### src/logic/dbg_regs.svh
`ifndef DBG_REGS_SVH
`define DBG_REGS_SVH

// Debug control register numbers
`define DRC_ABH         5'h0c
`define DRC_ABL         5'h0d
`define DRC_TRIG_DEF    5'h07
`define DRC_STATUS      5'h00

// Trigger definition fields
`define TDEF_RESP_HI    31
`define TDEF_RESP_LO    30
`define TDEF_EN2        29
`define TDEF_MOD2_HI    18
`define TDEF_MOD2_LO    16
`define TDEF_COMB2      15
`define TDEF_COMB1      14
`define TDEF_EN1        13
`define TDEF_AM2_HI     22
`define TDEF_AM2_LO     21
`define TDEF_TYPE2_HI   20
`define TDEF_TYPE2_LO   19
`define TDEF_AM1_HI     6
`define TDEF_AM1_LO     5
`define TDEF_TYPE1_HI   4
`define TDEF_TYPE1_LO   3
`define TDEF_MOD1_HI    2
`define TDEF_MOD1_LO    0
`define TDEF_RESET      32'h0000_0000

// Trigger responses
`define RESP_DISPLAY    2'h0
`define RESP_HALT       2'h1
`define RESP_IRQ        2'h2

// Address match modes
`define AM_OFF          2'h0
`define AM_EQUAL        2'h1
`define AM_INSIDE       2'h2
`define AM_OUTSIDE      2'h3

// Breakpoint status codes and the data pin pattern on a trigger
`define BST_IDLE        4'h0
`define BST_L1_HIT      4'h2
`define BST_FIRED       4'h3
`define PINS_TRIG       4'hf

// Response packets
`define RSP_OK          17'h0_ffff
`define RSP_NOT_READY   17'h1_0000
`define RSP_BUS_ERROR   17'h1_0001
`define RSP_ILLEGAL     17'h1_ffff

// Command opcodes in bits 15..8
`define CMD_RD_REG      8'h2d
`define CMD_WR_REG      8'h2c

// Serial timing
`define PKT_BITS        5'h11
`define HOLD_CYCLES     6'h20

`endif

### src/logic/dbg_pkg.sv
package dbg_pkg;
    typedef logic [16:0] packet_t;
    typedef enum logic [1:0] {CMD_IDLE, CMD_WR_HI, CMD_WR_LO, CMD_RD_LO} cmd_state_t;
endpackage : dbg_pkg

### src/logic/serial_if.sv
`timescale 1ns/100ps
interface serial_if;
    logic [16:0] rx_word;
    logic        rx_done;
    logic [16:0] tx_word;
    modport shifter (output rx_word, output rx_done, input tx_word);
    modport core    (input rx_word, input rx_done, output tx_word);
endinterface : serial_if

### src/logic/serial_shifter.sv
`timescale 1ns/100ps
`include "dbg_regs.svh"
module serial_shifter
    import dbg_pkg::*;
(
    input  wire logic   clock,
    input  wire logic   rst_n,
    input  wire logic   dev_serial_clock,
    input  wire logic   dev_serial_in,
    output logic        dev_serial_out_q,
    serial_if.shifter   link
);
    logic [2:0]  sclk_q;
    logic [2:0]  sin_q;
    logic [4:0]  cnt_q;
    logic [16:0] rx_q;
    logic [15:0] tx_sh_q;
    logic        done_q;
    logic        edge_w;
    logic        sclk_lvl_q;

    // Level moves only once stages two and three agree; a one-clock glitch is ignored
    assign edge_w       = sclk_q[2] & sclk_q[1] & ~sclk_lvl_q;
    assign link.rx_word = rx_q;
    assign link.rx_done = done_q;

    always_ff @(posedge clock or negedge rst_n) begin
        if (!rst_n) begin
            sclk_q     <= 3'h0;
            sclk_lvl_q <= 1'b0;
            sin_q  <= 3'h0;
        end else begin
            sclk_q <= {sclk_q[1:0], dev_serial_clock};
            sclk_lvl_q <= (sclk_q[2] == sclk_q[1]) ? sclk_q[2] : sclk_lvl_q;
            sin_q  <= {sin_q[1:0], dev_serial_in};
        end
    end

    always_ff @(posedge clock or negedge rst_n) begin
        if (!rst_n) begin
            cnt_q            <= 5'h0;
            rx_q             <= 17'h0;
            tx_sh_q          <= 16'h0;
            dev_serial_out_q <= 1'b0;
            done_q           <= 1'b0;
        end else begin
            done_q <= 1'b0;
            if (edge_w) begin
                rx_q             <= {rx_q[15:0], sin_q[2]};
                dev_serial_out_q <= tx_sh_q[15];
                tx_sh_q          <= {tx_sh_q[14:0], 1'b0};
                if (cnt_q == `PKT_BITS - 5'h1) begin
                    cnt_q  <= 5'h0;
                    done_q <= 1'b1;
                end else begin
                    cnt_q <= cnt_q + 5'h1;
                end
            end else if (cnt_q == 5'h0) begin
                // Idle: first bit waits on the pin before the first edge
                dev_serial_out_q <= link.tx_word[16];
                tx_sh_q          <= link.tx_word[15:0];
            end
        end
    end
endmodule : serial_shifter

### src/logic/debug_breakpoint_serial_port.sv
// What this block does
// - Compare bus addresses with low/high limits: equal, inside inclusive, or outside.
// - High limit is read/write, debug register 0x0C, serial read and write.
// - Low limit is write-only, undefined at reset, debug register 0x0D, serial write.
// - A trigger definition write clears the breakpoint status bits unless a trigger fires in the same cycle.
// - Bits 31:30 pick display, halt or interrupt; data pins always show triggers.
// - Bits 15/14: 0 ANDs all conditions, 1 ORs PC with address-and-data.
// - Bits 29/13 enable triggering for level two and level one.
// - Bits 2:0 compare against the bus transfer modifier.
// - Responses are 17 bits: status bit plus data, OK, not-ready, illegal; the bus error code is never sent.
// - New serial transfer accepted 32 clocks after the previous one.
// - Each serial clock rising edge samples input and updates output.
`timescale 1ns/100ps
`include "dbg_regs.svh"
module debug_breakpoint_serial_port
    import dbg_pkg::*;
(
    input  wire logic        clock,
    input  wire logic        rst_n,
    input  wire logic        bus_valid,
    input  wire logic [31:0] bus_addr,
    input  wire logic [2:0]  xfer_modifier_field,
    input  wire logic [1:0]  xfer_type_field,
    input  wire logic        pc_cond_l1,
    input  wire logic        pc_cond_l2,
    input  wire logic        data_cond_l1,
    input  wire logic        data_cond_l2,
    input  wire logic        debug_write_instr_valid,
    input  wire logic [4:0]  debug_write_instr_reg,
    input  wire logic [31:0] debug_write_instr_data,
    input  wire logic        dev_serial_clock,
    input  wire logic        dev_serial_in,
    output logic             dev_serial_out,
    output logic [3:0]       debug_data_pins,
    output logic             halt_req,
    output logic             debug_irq
);
    serial_if link ();

    logic [31:0] addr_bkpt_high;
    logic [31:0] addr_bkpt_low;
    logic [31:0] trigger_definition_reg_q;
    logic [3:0]  bkpt_status_q;
    cmd_state_t  cmd_q;
    logic [4:0]  cmd_reg_q;
    logic [15:0] wr_hi_q;
    logic [15:0] rd_lo_q;
    packet_t     resp_q;
    packet_t     tx_q;
    logic [5:0]  hold_q;
    logic        halt_q;
    logic        irq_q;
    logic [3:0]  pins_q;
    logic        wr_en;
    logic [4:0]  wr_reg;
    logic [31:0] wr_data;
    logic        ser_wr;
    logic        in_range;
    logic        a1_hit;
    logic        a2_hit;
    logic        l1_cond;
    logic        l2_cond;
    logic        en1;
    logic        en2;
    logic        fire;
    logic [1:0]  resp_sel;

    serial_shifter u_shift (
        .clock            (clock),
        .rst_n            (rst_n),
        .dev_serial_clock (dev_serial_clock),
        .dev_serial_in    (dev_serial_in),
        .dev_serial_out_q (dev_serial_out),
        .link             (link.shifter)
    );

    assign link.tx_word    = tx_q;
    assign debug_data_pins = pins_q;
    assign halt_req        = halt_q;
    assign debug_irq       = irq_q;

    function automatic logic addr_match(input logic [1:0] mode, input logic [2:0] tm, input logic [1:0] tt,
                                        input logic rng);
        logic hit;
        hit = 1'b0;
        case (mode)
            `AM_EQUAL:   hit = (bus_addr == addr_bkpt_low);
            `AM_INSIDE:  hit = rng;
            `AM_OUTSIDE: hit = !rng;
            default:     hit = 1'b0;
        endcase
        return hit && bus_valid && (tm == xfer_modifier_field) && (tt == xfer_type_field);
    endfunction : addr_match

    assign in_range = (bus_addr >= addr_bkpt_low) && (bus_addr <= addr_bkpt_high);
    assign a1_hit   = addr_match(trigger_definition_reg_q[`TDEF_AM1_HI:`TDEF_AM1_LO],
                                 trigger_definition_reg_q[`TDEF_MOD1_HI:`TDEF_MOD1_LO],
                                 trigger_definition_reg_q[`TDEF_TYPE1_HI:`TDEF_TYPE1_LO], in_range);
    assign a2_hit   = addr_match(trigger_definition_reg_q[`TDEF_AM2_HI:`TDEF_AM2_LO],
                                 trigger_definition_reg_q[`TDEF_MOD2_HI:`TDEF_MOD2_LO],
                                 trigger_definition_reg_q[`TDEF_TYPE2_HI:`TDEF_TYPE2_LO], in_range);
    assign l1_cond  = trigger_definition_reg_q[`TDEF_COMB1] ? (pc_cond_l1 | (a1_hit & data_cond_l1))
                                                            : (pc_cond_l1 & a1_hit & data_cond_l1);
    assign l2_cond  = trigger_definition_reg_q[`TDEF_COMB2] ? (pc_cond_l2 | (a2_hit & data_cond_l2))
                                                            : (pc_cond_l2 & a2_hit & data_cond_l2);
    assign en1      = trigger_definition_reg_q[`TDEF_EN1];
    assign en2      = trigger_definition_reg_q[`TDEF_EN2];
    // Both levels enabled: level one arms, level two completes
    assign fire     = (en1 && en2) ? (bkpt_status_q == `BST_L1_HIT && l2_cond)
                                   : ((en1 && l1_cond) || (en2 && l2_cond));
    assign resp_sel = trigger_definition_reg_q[`TDEF_RESP_HI:`TDEF_RESP_LO];

    // Debug-write instruction wins; overlapping serial writes are undefined anyway
    assign ser_wr  = link.rx_done && cmd_q == CMD_WR_LO;
    assign wr_en   = debug_write_instr_valid || ser_wr;
    assign wr_reg  = debug_write_instr_valid ? debug_write_instr_reg : cmd_reg_q;
    assign wr_data = debug_write_instr_valid ? debug_write_instr_data : {wr_hi_q, link.rx_word[15:0]};

    // Address limits keep no reset value
    always_ff @(posedge clock) begin
        if (wr_en && wr_reg == `DRC_ABH) begin
            addr_bkpt_high <= wr_data;
        end
        if (wr_en && wr_reg == `DRC_ABL) begin
            addr_bkpt_low <= wr_data;
        end
    end

    always_ff @(posedge clock or negedge rst_n) begin
        if (!rst_n) begin
            trigger_definition_reg_q <= `TDEF_RESET;
        end else if (wr_en && wr_reg == `DRC_TRIG_DEF) begin
            trigger_definition_reg_q <= wr_data;
        end
    end

    // A trigger in the same cycle as a definition write is kept
    always_ff @(posedge clock or negedge rst_n) begin
        if (!rst_n) begin
            bkpt_status_q <= `BST_IDLE;
        end else if (fire) begin
            bkpt_status_q <= `BST_FIRED;
        end else if (wr_en && wr_reg == `DRC_TRIG_DEF) begin
            bkpt_status_q <= `BST_IDLE;
        end else if (en1 && en2 && l1_cond && bkpt_status_q == `BST_IDLE) begin
            bkpt_status_q <= `BST_L1_HIT;
        end
    end

    always_ff @(posedge clock or negedge rst_n) begin
        if (!rst_n) begin
            pins_q  <= 4'h0;
            halt_q  <= 1'b0;
            irq_q   <= 1'b0;
        end else begin
            pins_q  <= fire ? `PINS_TRIG : 4'h0;
            halt_q  <= fire && resp_sel == `RESP_HALT;
            irq_q   <= fire && resp_sel == `RESP_IRQ;
        end
    end

    always_ff @(posedge clock or negedge rst_n) begin
        if (!rst_n) begin
            cmd_q     <= CMD_IDLE;
            cmd_reg_q <= 5'h0;
            wr_hi_q   <= 16'h0;
            rd_lo_q   <= 16'h0;
            resp_q    <= `RSP_OK;
        end else if (link.rx_done) begin
            case (cmd_q)
                CMD_IDLE: begin
                    cmd_reg_q <= link.rx_word[4:0];
                    if (link.rx_word[16]) begin
                        resp_q <= `RSP_ILLEGAL;
                    end else if (link.rx_word[15:8] == `CMD_WR_REG &&
                                 (link.rx_word[4:0] == `DRC_ABH || link.rx_word[4:0] == `DRC_ABL ||
                                  link.rx_word[4:0] == `DRC_TRIG_DEF)) begin
                        cmd_q  <= CMD_WR_HI;
                        resp_q <= `RSP_NOT_READY;
                    end else if (link.rx_word[15:8] == `CMD_RD_REG && link.rx_word[4:0] == `DRC_ABH) begin
                        cmd_q   <= CMD_RD_LO;
                        resp_q  <= {1'b0, addr_bkpt_high[31:16]};
                        rd_lo_q <= addr_bkpt_high[15:0];
                    end else if (link.rx_word[15:8] == `CMD_RD_REG && link.rx_word[4:0] == `DRC_TRIG_DEF) begin
                        cmd_q   <= CMD_RD_LO;
                        resp_q  <= {1'b0, trigger_definition_reg_q[31:16]};
                        rd_lo_q <= trigger_definition_reg_q[15:0];
                    end else if (link.rx_word[15:8] == `CMD_RD_REG && link.rx_word[4:0] == `DRC_STATUS) begin
                        cmd_q   <= CMD_RD_LO;
                        resp_q  <= {1'b0, bkpt_status_q, 12'h000};
                        rd_lo_q <= 16'h0000;
                    end else begin
                        resp_q <= `RSP_ILLEGAL;
                    end
                end
                CMD_WR_HI: begin
                    wr_hi_q <= link.rx_word[15:0];
                    cmd_q   <= CMD_WR_LO;
                end
                CMD_WR_LO: begin
                    resp_q <= `RSP_OK;
                    cmd_q  <= CMD_IDLE;
                end
                CMD_RD_LO: begin
                    resp_q <= {1'b0, rd_lo_q};
                    cmd_q  <= CMD_IDLE;
                end
                default: begin
                    cmd_q <= CMD_IDLE;
                end
            endcase
        end
    end

    // Shift out not-ready until the settle window after a packet has passed
    always_ff @(posedge clock or negedge rst_n) begin
        if (!rst_n) begin
            hold_q <= 6'h0;
            tx_q   <= `RSP_OK;
        end else begin
            if (link.rx_done) begin
                hold_q <= `HOLD_CYCLES;
            end else if (hold_q != 6'h0) begin
                hold_q <= hold_q - 6'h1;
            end
            tx_q <= (link.rx_done || hold_q > 6'h1) ? `RSP_NOT_READY : resp_q;
        end
    end
endmodule : debug_breakpoint_serial_port

### config.mk
export PLATFORM = sky130hd
export DESIGN_NAME = debug_breakpoint_serial_port
export DESIGN_NICKNAME = d
export VERILOG_FILES = /design/src/logic/dbg_pkg.sv /design/src/logic/serial_if.sv /design/src/logic/serial_shifter.sv /design/src/logic/debug_breakpoint_serial_port.sv
export VERILOG_INCLUDE_DIRS = /design/src /design/src/logic
export SDC_FILE = /design/constraint.sdc
export NUM_CORES = 1
export LEC_CHECK = 0
export BUFFER_PORTS_ARGS = -buffer_cell sky130_fd_sc_hd__buf_2
export CAP_MARGIN = 20
export CELL_PAD_IN_SITES_DETAIL_PLACEMENT = 1
export CELL_PAD_IN_SITES_GLOBAL_PLACEMENT = 1
export CORE_MARGIN = 5
export CORE_UTILIZATION = 49
export CTS_BUF_LIST = sky130_fd_sc_hd__clkbuf_4 sky130_fd_sc_hd__clkbuf_8
export CTS_CLUSTER_DIAMETER = 50
export DETAILED_ROUTE_END_ITERATION = 8
export GPL_TIMING_DRIVEN = 0
export PLACE_DENSITY_LB_ADDON = 0.3
export SLEW_MARGIN = 20
export SYNTH_ARGS = -nofsm -noshare
export SYNTH_HDL_FRONTEND = slang
export SYNTH_SLANG_ARGS = --single-unit
### constraint.sdc
create_clock -name clock -period 8 [get_ports clock]
set_input_delay 0 -clock clock [delete_from_list [all_inputs] [get_ports clock]]
set_output_delay 0 -clock clock [all_outputs]
set_load 0.01 [all_outputs]
==> impl_metrics.csv <==
group,metric,value,unit
cts,cts_buffer_depth,3,
floorplan,die_area,25800,µm²
setup_path,timing.rr.start,"u_shift.link.rx_word[4]",
cts,cts_tree,"done",
yosys,synth.ff_latch_count,227,
cts,cts_resized,0,
yosys,synthArstFlopShare,71.8,%
global_routing,grt-ovfl-total,0,
timing,maxSlewHeadroom,31.6,%
cells_and_area,final_cells,1472,
placement,place_congestion,0.896,
setup_path,end_kind,"flop",
route,post_drt_wl_per_cell,22.6,µm
flow_run,cap_violations,0,
setup_path,worstPathCellList,"or4_4 > nor2_2 > nand2_2 > nor4_2 > dlygate4sd1_1 > a22oi_1 > o21ai_1",
hold_path,hp-class,"input port to asynchronous set/reset pin",
placement,preCtsSetupSlack,4.76,ns
timing,clock_skew,0.0370,ns
route,drtIter0Drc,522,
timing,rsz0062_at_grt,"false",
yosys,syn_nets,1141,
setup_path,crit_path_max_fanout,10,
cts,cts_sinks,227,
power,total_power,2.79,mW
floorplan,core_area,22500,µm²
placement,numPortBuffers,90,
route,ant_nets,0,
cts,cts_max_level,2,
yosys,syn_area,11100,µm²
timing,setup_viol,0,
placement,place_inst,1367,
timing,finalHoldViolCount,0,
yosys,synth_ff_type,"dfrtp_1",
floorplan,core.rowCount,55,
timing,post-route-min-period,3.22,ns
placement,hpwl,23.6,mm
power,pwr_density_cell,212,nW/µm²
cells_and_area,fin_area,13200,µm²
global_routing,grt_pass1_wl,52.3,mm
setup_path,worst_setup_path_start_kind,"flop",
timing,finalMaxSlewViolations,0,
placement,dpl-instance-area,12000,µm²
yosys,ys_seq_area_share,54.3,%
global_routing,grt_pass1_vias,9367,
yosys,yosysWarnings,0,
cells_and_area,syn2layout_area_growth,18.6,%
cts,worstSkewPairLatency,0.54,ns
setup_path,worst-r2r-setup-slack,4.78,ns
run_status,outcome,"complete, no violations",
setup_path,worstPathArrival,3.67,ns
cells_and_area,drive_above_1_share,25.9,%
cts,cts_root_buf,"clkbuf_8",
setup_path,slowest_stage,"nor4_2",
timing,fin_crit_sh,40.2,%
floorplan,start_util,49.4,%
yosys,syn_avg_cell_area,11.3,µm²
yosys,synth_cells,988,
timing,setup_ws,4.78,ns
cells_and_area,fin_util,58.6,%
timing,tightest_slew,1.02,ns
route,vias,8403,
global_routing,grt_usage,25.9,%
floorplan,die_h,161,µm
cts,cts_buffers,38,
route,vias_per_cell,5.71,
route,wl,33.2,mm
global_routing,antenna_found_initial,0,
setup_path,critPathKind,"flop to flop",
timing,hold_ws,0.0502,ns
power,ir_drop,0.000137,V
setup_path,max_stage_delay,0.84,ns
cts,path_clk_slew,0.07,ns
setup_path,r2r_end,"rd_lo_q[9]",
setup_path,required,8.45,ns
setup_path,rr_worst_depth,7,
yosys,synth_edf_count,64,
yosys,synthDistinctLibCells,64,
cells_and_area,fin_nets,1311,
floorplan,io_pins,91,
floorplan,die_width,161,µm
timing,fmax,311,MHz
timing,finalSetupTns,0,ns
global_routing,grt_max_degree,85,
power,p_leak,5.96,nW
route,first_pass_iters,5,
cells_and_area,antenna_cells,0,
route,remaining_drc_errors,0,
==> sequential cells by signal (all words and copies together) (netlist names), 2 cells and up <==
signal,count
cmd_reg_q,5
u_shift.sin_q,3
trigger_definition_reg_q,32
resp_q,17
wr_hi_q,16
addr_bkpt_high,32
u_shift.tx_sh_q,16
addr_bkpt_low,32
cmd_q,2
rd_lo_q,16
u_shift.link.rx_word,17
hold_q,6
u_shift.sclk_q,3
u_shift.cnt_q,5
link.tx_word,17
bkpt_status_q,2
==> synthesized netlist by cell type (6+ instances only) <==
library cell	instances	area, µm²
o21ai_1	13	65.1
o21ai_0	63	315
buf_4	6	45.0
o22ai_1	16	100
nand4_1	18	113
nand3_1	17	85.1
edfxtp_1	64	1920
and2_1	16	100
a21oi_1	38	190
dfrtp_1	131	3280
mux2i_1	19	190
dfstp_2	32	841
a211oi_1	8	60.1
a22oi_1	17	128
mux2_2	84	946
inv_1	75	282
nand2_1	143	537
buf_1	7	26.3
nor2_1	20	75.1
xnor2_1	12	105
clkbuf_1	24	90.1
a21o_1	7	52.6
ha_1	69	863
==> area by class of cell <==
type	count	area, µm²
Multi-Input combinational cell	642	4580
Sequential cell	227	6040
Tap cell	285	357
Inverter	75	282
Buffer	44	225
Timing Repair Buffer	130	901
Clock inverter	6	37.5
Fill cell	2378	9320
Clock buffer	63	754
==> power breakdown <==
group	switching, mW	internal (mW)
Combinational	0.228	0.162
Sequential	0.0630	1.26
Clock	0.475	0.598
Total	0.766	2.02
==> layer usage <==
| metal | global-route usage (%) | part of all wire [%] |
|---|---|---|
| met2 | 44.1 | 50 |
| met3 | 4.93 | 5.7 |
| met4 | 7.35 | 2.2 |
| met5 | 0 | 0 |
| met1 | 34.0 | 42 |
==> repair_timing <==
item | in CTS | in global routing
hold endpoints to repair | 196 | 0
hold buffers | 36 | 0
buffers inserted | 0 | 0
==> worst max-delay path, delay by kind of cell (launching register included) <==
family | cells | cell delay [ns]
compound gates | 2 | 0.39
buf+inv | 1 | 0.58
flops | 1 | 0.47
simple gates | 4 | 1.69
==> kinds of logic after synthesis <==
| family | synth area share (%) |
|---|---|
| AO/OA/AOI/OAI | 10.9 |
| XOR/XNOR | 1.10 |
| adder cells (fa/ha/maj) | 7.77 |
| buffers and inverters | 4.56 |
| flip-flops | 54.3 |
| multiplexers | 10.2 |
| AND/OR/NAND/NOR | 11.2 |
==> cells in the final DEF, fill, tap and decap left out, types with 12 or more instances in the layout <==
cell type,netlist,layout
dfstp_2,32,32
nor2_1,20,19
a22oi_1,17,17
edfxtp_1,64,64
o21ai_1,13,13
and2_1,16,16
ha_1,69,69
dfrtp_1,131,131
dlygate4sd3_1,0,36
o22ai_1,16,16
inv_1,75,75
xnor2_1,12,12
clkbuf_4,0,18
clkbuf_8,0,45
buf_2,2,92
a21oi_1,38,38
nand2_1,143,143
clkbuf_1,24,24
mux2_2,84,84
nand3_1,17,17
mux2i_1,19,19
o21ai_0,63,63
nand4_1,18,18
==> how the worst max path moves through the flow <==
stage | from | to | slack (ns)
6_report | u_shift.link.rx_word[4] | rd_lo_q[9] | 4.78
5_1_grt | addr_bkpt_low[30] | halt_req | 4.62
4_1_cts | addr_bkpt_low[30] | halt_req | 4.74
3_5_place_dp | addr_bkpt_low[30] | halt_req | 4.76
3_3_place_gp | debug_write_instr_valid | addr_bkpt_high[26] | 3.91
2_1_floorplan | debug_write_instr_valid | addr_bkpt_high[0] | 5.31
No activity file was read; power rests on OpenSTA's default activity.
